File: src/smbus_seq_pkg.sv
// Package of constants and types for the SMBus acknowledge and mode sequencer.
package smbus_seq_pkg;
  // Register indices on the plain register port.
  localparam logic [2:0] ADDR_CFG = 3'h0;
  localparam logic [2:0] ADDR_CTRL = 3'h1;
  localparam logic [2:0] ADDR_DATA = 3'h2;
  localparam logic [2:0] ADDR_SLV = 3'h3;
  localparam logic [2:0] ADDR_MASK = 3'h4;
  localparam logic [2:0] ADDR_ACK = 3'h5;
  // Configuration register fields.
  localparam int CFG_EN = 0;
  localparam int CFG_INH = 1;
  localparam int CFG_HWACK = 2;
  // Control and status register fields.
  localparam int CTL_SI = 0;
  localparam int CTL_ACK = 1;
  localparam int CTL_ACK_REQUEST_FLAG = 2;
  localparam int CTL_STA = 3;
  localparam int CTL_STO = 4;
  localparam int CTL_TXM = 5;
  localparam int CTL_MST = 6;
  localparam int CTL_ARBL = 7;
  // Bit timing of the generated serial clock.
  localparam int CLK_NS = 5;
  localparam int HALF_NS = 2500;
  localparam int HALF_CYC = (HALF_NS + CLK_NS - 1) / CLK_NS;
  localparam logic [3:0] BITS_PER_BYTE = 4'h8;
  localparam logic [7:0] RESET_BYTE = 8'h00;
  localparam logic PIN_RESET = 1'b1;
  typedef enum logic [2:0] {
    idle = 3'h0,
    gen_start = 3'h1,
    shifting = 3'h3,
    ack_slot = 3'h2,
    hold = 3'h6,
    gen_stop = 3'h7
  } state_t;
endpackage

File: src/smbus_ack_and_mode_sequencer.sv
// SMBus byte engine with acknowledge handling and mode sequencing.
// Contract
// - Ack bit: written receiving, sampled when sending.
// - Software-ack mode flags ack request per received byte.
// - Clearing byte event without ack write: nack.
// - Ack write drives SDA; SCL low until clear.
// - Refused address ignores slave events until START.
// - Master from generated START until STOP or loss.
// - Every byte frame raises a byte event; an address refused by hardware ack, or sent while slave inhibit is set, raises none.
// - Receive event before ack unless hardware ack.
// - Master write sends address, direction 0, data.
// - Master transfer ends by stop request and STOP.
// - No data write after master send: receiver.
// - Master read sends direction 1, clocks slave data.
// - Hardware ack answers first, then posts event.
// - Ack bit one acknowledges, zero refuses.
// - Data write as master receiver: transmitter.
// - Uninhibited slave enters receiver on START address.
// - Hardware ack accepts masked own-address matches.
// - STOP ends slave receive; data write: transmitter.
// - Byte event set stalls the bus low; not after a slave-send nack or an arbitration loss.
// - Mask one compares address bit, zero ignores.
//
// Design decisions made here: the strobed register port and the placing of the registers.
`timescale 1ns/100ps
module smbus_ack_and_mode_sequencer #(
  parameter int HALF_CYC = smbus_seq_pkg::HALF_CYC
) (
  input wire logic i_clk,
  input wire logic i_rst_n,
  input wire logic i_ce,
  input wire logic [2:0] i_addr,
  input wire logic [7:0] i_wdata,
  input wire logic i_wr,
  input wire logic i_rd,
  output logic [7:0] o_rdata,
  input wire logic i_scl,
  output logic o_scl_o,
  output logic o_scl_oe,
  input wire logic i_sda,
  output logic o_sda_o,
  output logic o_sda_oe,
  output logic o_byte_event,
  output logic o_ack_request
);
  localparam int TW = $clog2(HALF_CYC + 1);
  localparam logic [TW-1:0] HALF_M1 = TW'(HALF_CYC - 1);

  typedef struct packed {
    smbus_seq_pkg::state_t st;
    logic [3:0] cnt;
    logic [7:0] dat;
    logic [TW-1:0] tmr;
    logic [6:0] own;
    logic [6:0] msk;
    logic [7:0] rdata;
    logic en;
    logic slave_inhibit;
    logic hwack;
    logic si;
    logic ack;
    logic ackw;
    logic ack_request_flag;
    logic sta;
    logic stop_request;
    logic txm;
    logic mst;
    logic arbl;
    logic addr_ph;
    logic rw;
    logic dw;
    logic sda_lo;
    logic scl_lo;
  } regs_t;

  regs_t r;
  regs_t next_r;
  logic scl_s1, scl_s2, scl_d;
  logic sda_s1, sda_s2, sda_d;
  logic rise, fall, start_det, stop_det, tick, si_clr, match;
  logic [6:0] bit_ok;

  // Both pins pass two flops; edge logic reads only the second and later.
  always_ff @(posedge i_clk or negedge i_rst_n) begin
    if (!i_rst_n) begin
      scl_s1 <= smbus_seq_pkg::PIN_RESET;
      scl_s2 <= smbus_seq_pkg::PIN_RESET;
      scl_d <= smbus_seq_pkg::PIN_RESET;
      sda_s1 <= smbus_seq_pkg::PIN_RESET;
      sda_s2 <= smbus_seq_pkg::PIN_RESET;
      sda_d <= smbus_seq_pkg::PIN_RESET;
    end else if (i_ce) begin
      scl_s1 <= i_scl;
      scl_s2 <= scl_s1;
      scl_d <= scl_s2;
      sda_s1 <= i_sda;
      sda_s2 <= sda_s1;
      sda_d <= sda_s2;
    end
  end

  assign rise = scl_s2 & ~scl_d;
  assign fall = ~scl_s2 & scl_d;
  assign start_det = scl_s2 & scl_d & sda_d & ~sda_s2;
  assign stop_det = scl_s2 & scl_d & ~sda_d & sda_s2;
  assign tick = (r.tmr == HALF_M1);

  for (genvar g = 0; g < 7; g++) begin : g_mask
    assign bit_ok[g] = ~r.msk[g] | (r.dat[g+1] == r.own[g]);
  end
  assign match = &bit_ok;

  always_comb begin
    logic ackv;
    logic txm_n;
    ackv = 1'b0;
    txm_n = 1'b0;
    next_r = r;
    next_r.rdata = smbus_seq_pkg::RESET_BYTE;
    si_clr = 1'b0;
    if (i_wr) begin
      case (i_addr)
        smbus_seq_pkg::ADDR_CFG: begin
          next_r.en = i_wdata[smbus_seq_pkg::CFG_EN];
          next_r.slave_inhibit = i_wdata[smbus_seq_pkg::CFG_INH];
          next_r.hwack = i_wdata[smbus_seq_pkg::CFG_HWACK];
        end
        smbus_seq_pkg::ADDR_CTRL: begin
          next_r.sta = i_wdata[smbus_seq_pkg::CTL_STA];
          next_r.stop_request = i_wdata[smbus_seq_pkg::CTL_STO];
          si_clr = r.si & ~i_wdata[smbus_seq_pkg::CTL_SI];
        end
        smbus_seq_pkg::ADDR_DATA: begin
          next_r.dat = i_wdata;
          next_r.dw = 1'b1;
        end
        smbus_seq_pkg::ADDR_SLV: next_r.own = i_wdata[7:1];
        smbus_seq_pkg::ADDR_MASK: next_r.msk = i_wdata[7:1];
        smbus_seq_pkg::ADDR_ACK: begin
          next_r.ack = i_wdata[0];
          next_r.ackw = 1'b1;
          if (r.st == smbus_seq_pkg::hold && r.ack_request_flag) begin
            next_r.sda_lo = i_wdata[0];
          end
        end
        default: begin
        end
      endcase
    end
    if (si_clr) begin
      next_r.si = 1'b0;
      next_r.arbl = 1'b0;
    end
    if (i_rd) begin
      case (i_addr)
        smbus_seq_pkg::ADDR_CFG: next_r.rdata = {5'h00, r.hwack, r.slave_inhibit, r.en};
        smbus_seq_pkg::ADDR_CTRL: next_r.rdata = {r.arbl, r.mst, r.txm,
          r.stop_request, r.sta, r.ack_request_flag, r.ack, r.si};
        smbus_seq_pkg::ADDR_DATA: next_r.rdata = r.dat;
        smbus_seq_pkg::ADDR_SLV: next_r.rdata = {r.own, 1'b0};
        smbus_seq_pkg::ADDR_MASK: next_r.rdata = {r.msk, 1'b0};
        smbus_seq_pkg::ADDR_ACK: next_r.rdata = {7'h00, r.ack};
        default: next_r.rdata = smbus_seq_pkg::RESET_BYTE;
      endcase
    end
    // Master clock: a released SCL counts only while the bus reads high,
    // so a slave that stretches the clock simply delays the next edge.
    if (r.mst && (r.st == smbus_seq_pkg::shifting ||
        r.st == smbus_seq_pkg::ack_slot || r.st == smbus_seq_pkg::gen_stop)) begin
      if (r.scl_lo || scl_s2) begin
        next_r.tmr = r.tmr + 1'b1;
      end
      if (tick) begin
        next_r.tmr = '0;
        next_r.scl_lo = ~r.scl_lo;
      end
    end
    unique case (r.st)
      smbus_seq_pkg::idle: begin
        if (r.en && r.sta && !r.mst && scl_s2 && sda_s2) begin
          next_r.st = smbus_seq_pkg::gen_start;
          next_r.sda_lo = 1'b1;
          next_r.tmr = '0;
        end
      end
      smbus_seq_pkg::gen_start: begin
        next_r.tmr = r.tmr + 1'b1;
        if (tick) begin
          next_r.mst = 1'b1;
          next_r.txm = 1'b1;
          next_r.si = 1'b1;
          next_r.sta = 1'b0;
          next_r.addr_ph = 1'b1;
          next_r.scl_lo = 1'b1;
          next_r.tmr = '0;
          next_r.st = smbus_seq_pkg::hold;
        end
      end
      smbus_seq_pkg::hold: begin
        next_r.scl_lo = 1'b1;
        if (si_clr) begin
          next_r.dw = 1'b0;
          next_r.tmr = '0;
          if (r.ack_request_flag) begin
            ackv = r.ackw & r.ack;
            next_r.ack = ackv;
            next_r.sda_lo = ackv;
            next_r.st = smbus_seq_pkg::ack_slot;
            next_r.scl_lo = r.mst;
          end else if (r.mst && next_r.stop_request) begin
            next_r.st = smbus_seq_pkg::gen_stop;
            next_r.sda_lo = 1'b1;
          end else begin
            txm_n = r.mst ? r.dw : (r.txm | r.dw);
            next_r.txm = txm_n;
            next_r.st = smbus_seq_pkg::shifting;
            next_r.cnt = '0;
            next_r.sda_lo = txm_n & ~r.dat[7];
            next_r.scl_lo = r.mst;
          end
        end
      end
      smbus_seq_pkg::shifting: begin
        if (rise) begin
          next_r.dat = {r.dat[6:0], sda_s2};
          next_r.cnt = r.cnt + 1'b1;
          if (r.mst && r.txm && !r.sda_lo && !sda_s2) begin
            next_r.mst = 1'b0;
            next_r.txm = 1'b0;
            next_r.arbl = 1'b1;
            next_r.si = 1'b1;
            next_r.sda_lo = 1'b0;
            next_r.scl_lo = 1'b0;
            next_r.st = smbus_seq_pkg::idle;
          end
        end
        if (fall) begin
          if (r.cnt == smbus_seq_pkg::BITS_PER_BYTE) begin
            if (r.addr_ph && !r.mst) begin
              next_r.rw = r.dat[0];
            end
            if (r.txm) begin
              next_r.sda_lo = 1'b0;
              next_r.st = smbus_seq_pkg::ack_slot;
            end else if (r.hwack) begin
              ackv = (r.addr_ph && !r.mst) ? match : r.ack;
              next_r.sda_lo = ackv;
              next_r.st = smbus_seq_pkg::ack_slot;
            end else begin
              next_r.si = 1'b1;
              next_r.ack_request_flag = 1'b1;
              next_r.ackw = 1'b0;
              next_r.scl_lo = 1'b1;
              next_r.sda_lo = 1'b0;
              next_r.st = smbus_seq_pkg::hold;
            end
          end else begin
            next_r.sda_lo = r.txm & ~r.dat[7];
          end
        end
      end
      smbus_seq_pkg::ack_slot: begin
        if (rise && r.txm) begin
          next_r.ack = ~sda_s2;
        end
        if (fall) begin
          next_r.sda_lo = 1'b0;
          next_r.ack_request_flag = 1'b0;
          next_r.addr_ph = 1'b0;
          next_r.cnt = '0;
          if (r.addr_ph && !r.mst) begin
            next_r.txm = r.rw;
            if (!r.sda_lo) begin
              next_r.txm = 1'b0;
              next_r.st = smbus_seq_pkg::idle;
            end else if (r.hwack) begin
              next_r.si = 1'b1;
              next_r.scl_lo = 1'b1;
              next_r.st = smbus_seq_pkg::hold;
            end else begin
              next_r.st = smbus_seq_pkg::shifting;
              next_r.sda_lo = r.rw & ~r.dat[7];
            end
          end else if (!r.mst && r.txm && !r.ack) begin
            next_r.txm = 1'b0;
            next_r.si = 1'b1;
            next_r.st = smbus_seq_pkg::idle;
          end else if (r.txm || r.hwack) begin
            next_r.si = 1'b1;
            next_r.scl_lo = 1'b1;
            next_r.st = smbus_seq_pkg::hold;
          end else begin
            next_r.st = smbus_seq_pkg::shifting;
          end
        end
      end
      smbus_seq_pkg::gen_stop: begin
        next_r.sda_lo = 1'b1;
        if (tick && !r.scl_lo) begin
          next_r.mst = 1'b0;
          next_r.stop_request = 1'b0;
          next_r.txm = 1'b0;
          next_r.sda_lo = 1'b0;
          next_r.scl_lo = 1'b0;
          next_r.st = smbus_seq_pkg::idle;
        end
      end
    endcase
    // Foreign START restarts address reception, or goes idle with slave inhibit set; our own START is skipped.
    if (start_det && !r.mst && r.st != smbus_seq_pkg::gen_start) begin
      next_r.st = r.slave_inhibit ? smbus_seq_pkg::idle : smbus_seq_pkg::shifting;
      next_r.cnt = '0;
      next_r.txm = 1'b0;
      next_r.addr_ph = ~r.slave_inhibit;
      next_r.sda_lo = 1'b0;
      next_r.scl_lo = 1'b0;
    end else if (stop_det && !r.mst) begin
      next_r.st = smbus_seq_pkg::idle;
      next_r.txm = 1'b0;
      next_r.addr_ph = 1'b0;
      next_r.sda_lo = 1'b0;
      next_r.scl_lo = 1'b0;
    end
    if (!r.en) begin
      next_r.st = smbus_seq_pkg::idle;
      next_r.mst = 1'b0;
      next_r.txm = 1'b0;
      next_r.sda_lo = 1'b0;
      next_r.scl_lo = 1'b0;
    end
  end

  always_ff @(posedge i_clk or negedge i_rst_n) begin
    if (!i_rst_n) begin
      r <= '0;
    end else if (i_ce) begin
      r <= next_r;
    end
  end

  // The pins are open drain: only the enables ever change.
  assign o_scl_o = 1'b0;
  assign o_sda_o = 1'b0;
  assign o_scl_oe = r.scl_lo;
  assign o_sda_oe = r.sda_lo;
  assign o_rdata = r.rdata;
  assign o_byte_event = r.si;
  assign o_ack_request = r.ack_request_flag;

  logic quiet;
  assign quiet = i_ce && r.en && !start_det && !stop_det;
endmodule

File: config.mk
export PLATFORM = sky130hd
export DESIGN_NAME = smbus_ack_and_mode_sequencer
export DESIGN_NICKNAME = d
export VERILOG_FILES = /design/src/smbus_seq_pkg.sv /design/src/smbus_ack_and_mode_sequencer.sv
export SDC_FILE = /design/constraint.sdc
export NUM_CORES = 1
export LEC_CHECK = 0
export ABC_AREA = 1
export BUFFER_PORTS_ARGS = -buffer_cell sky130_fd_sc_hd__buf_2
export CAP_MARGIN = 20
export CORE_ASPECT_RATIO = 1.4
export CORE_MARGIN = 2
export CORE_UTILIZATION = 30
export DETAILED_ROUTE_END_ITERATION = 16
export HOLD_SLACK_MARGIN = 0.03
export PLACE_DENSITY = 0.47
export SLEW_MARGIN = 20
export SYNTH_ARGS = -nofsm -noshare
export SYNTH_HDL_FRONTEND = slang
export SYNTH_SLANG_ARGS = --single-unit
export TNS_END_PERCENT = 100
File: constraint.sdc
create_clock -name i_clk -period 2.6 [get_ports i_clk]
set_clock_uncertainty 0.2 [all_clocks]
set_input_delay 0.26 -clock i_clk [delete_from_list [all_inputs] [get_ports i_clk]]
set_output_delay 0.26 -clock i_clk [all_outputs]
set_load 0.02 [all_outputs]
==> metrics.csv <==
metric,value,unit
synthCells,669,
share_comb_of_total_power,36.1,%
period_minus_slack,2370,ps
ctsHoldBuffers,7,
routedWlPerCell,17.1,um
yosys_warnings,0,
switching_power,1.92,mW
worstSetupEndpointType,flip-flop,
grt_overflow_total,0,
hpwl,11900,um
fin_crit_sh,91.0,%
numClockSinks,69,
pwr-share-clk,27.8,%
avgSynthCellArea,7.04,um2
grtUsageTotal,19.6,%
finish.instance_area,5400,um2
final_hold_viol_count,0,
ys_types,51,
cts_tree,done,
cp-start-kind,flip-flop,
power_density,844,nW/um2
hold_class,primary input to flip-flop,
cts_buffers,9,
grt_first_pass_wirelength,24800,um
coreArea,15500,um2
totalWireLength,15400,um
synth_area,4710,um2
synthFlopType,dfrtp_1,
synthTopCellsByArea,"dfrtp_1 33%, nand2_1 13%, inv_1 7.6%, o21ai_0 6.8%, nand3_1 4.7%",
finalSetupTns,0,ps
worstSetupPathType,flip-flop to flip-flop,
synth-edff-count,0,
leakagePower,2.63,nW
ir_drop,0.324,mV
path_clk_slew,60,ps
via_per_inst,5.04,
postCtsSetupBuffers,0,
dr_total_vias,4555,
chipWidth,110,um
cts-resized-gates,0,
fmax,0.423,GHz
cts.htree.levels,3,
netSwitchingFraction,42.1,%
root_buffer,clkbuf_16,
area_delta_synth_final,14.6,%
setup_viol,0,
fp.dieH,152,um
synth_top_area_share,33.5,%
placed_area,5030,um2
drtIter0Drc,336,
rows,54,
ant_nets,0,
ys_ff_latch,69,
start_util,30.4,%
io_buffers,29,
p_seq_share,36.0,%
antenna_found_initial,0,
rsz0062_at_grt,no,
cts_buffer_depth,2,
crit_arrival,2450,ps
antenna_cells,0,
synth_area_leader_cell,dfrtp_1,
drt-pass1-iter-count,5,
clk_latency,350,ps
design.die.area,16700,um2
layout.nets,724,
cap_violations,0,
path_max_fanout,5,
synthArstFlopShare,100,%
drive_above_1_share,14.9,%
ys_seq_area_share,36.8,%
drv_slew,0,
gp_congestion,0.963,
grt_max_degree,70,
max-slew-margin-rel,36.0,%
status,"finished, final reports clean",
ios,32,
worstPathRequired,2690,ps
drcViolationCount,0,
intPower,2.64,mW
grt_pass1_vias,4573,
fill_cells,1678,
worst_pin_slew,960,ps
Yosys cell counts (2+ instances only):
master	number
buf_4	11
ha_1	4
a21oi_2	5
a211oi_1	6
inv_2	10
o21ai_1	9
nand2_2	5
clkinv_1	3
o22ai_1	20
o21ai_0	64
nand3_1	44
nor2_8	3
nor2_2	5
a31oi_1	4
nor4_1	2
dfstp_2	6
nand2_4	6
o21a_1	2
nor3_1	9
nand4_1	10
o211ai_1	2
a21oi_1	17
nor2_1	54
a221oi_1	5
clkbuf_1	9
dfrtp_1	63
xor2_1	5
nor2_4	4
inv_1	95
nand2_1	165
o2111ai_1	2
worst max-delay path, stage by stage (launching register included):
cell and delay, ps:
dfrtp_1 430, ha_1 260, nand2_1 80, nor2_1 40, nand2_1 160, inv_1 80
ha_1 270, o21ai_0 330, nand3b_1 160, o21ai_1 70, nand3_1 110, nand2_1 70
nand2_1 50
worst paths after layout:
check | start | endpoint | slack [ps] | cells after the start
max in group asynchronous | i_rst_n | r[39] | 1170 | 2
setup / recovery | r[39] | o_scl_oe | 230 | 12
setup reg to reg | r[39] | o_scl_oe | 230 | 12
hold reg to reg | scl_s1 | scl_s1 | 260 | 2
min in group asynchronous | i_rst_n | r[58] | 370 | 2
hold / removal | i_wdata[2] | r[26] | 30 | 3
stage by stage:
step	util, %	total power, mW	cells	hold slack, ps	worst slack, ps
2_1_floorplan	-	2.79	670	-236	659
3_3_place_gp	32.5	3.28	880	255	265
3_5_place_dp	32.5	3.29	880	256	291
4_1_cts	34.9	4.59	903	33.0	261
5_1_grt	34.9	4.90	903	49.5	91.1
6_report	34.9	4.55	903	28.3	234
metal layers:
metal | track usage, % | part of all wire, %
met5 | 0 | 0
met4 | 10.5 | 5.1
met3 | 2.95 | 2.7
met2 | 33.6 | 52
met1 | 22.8 | 40
cell usage in the layout (no fill, tap or decap), types with 7 or more instances in the layout:
cell,instances
clkbuf_16,9
nor3_1,9
a21oi_1,17
o22ai_1,20
dfrtp_1,63
nand4_1,10
dlygate4sd3_1,7
o21ai_0,64
inv_1,95
inv_2,10
buf_4,9
buf_2,28
nand2_1,165
o21ai_1,9
nand3_1,44
nor2_1,54
power by group through the flow:
stage	Sequential, mW	Clock (mW)	Combinational (mW)
finish	1.64	1.27	1.65
global route	1.68	1.35	1.87
CTS	1.64	1.30	1.66
detailed placement	1.65	0	1.64
global placement	1.65	0	1.63
floorplan	1.55	0	1.24
sequential cells by signal, indices dropped and copies added (netlist names):
signal         count
r                 51
o_rdata            8
o_ack_request      1
o_byte_event       1
o_scl_oe           1
o_sda_oe           1
scl_d              1
scl_s1             1
scl_s2             1
sda_d              1
sda_s1             1
sda_s2             1
final cells by class:
class	count	area, um2	share of cell area (%)
well taps	196	245	4.54
clock buffers	9	225	4.17
clock inverters	7	73.8	1.37
multi-input cells	468	2420	44.9
inverters	110	420	7.79
flip-flops and latches	69	1730	32.1
repair buffers	44	278	5.14
logic make-up (layout without fill, tap and decap cells):
kind of cell	Yosys count	in the layout	share of synthesized area, %
other cells	1	2	0.0796
flops	69	69	36.8
fa+ha+maj	4	4	1.06
xor+xnor	5	5	0.930
mux	1	1	0.213
buf+inv	133	170	11.8
compound gates	142	142	17.8
simple gates	314	314	31.3
Power figures use the tool's default switching activity.
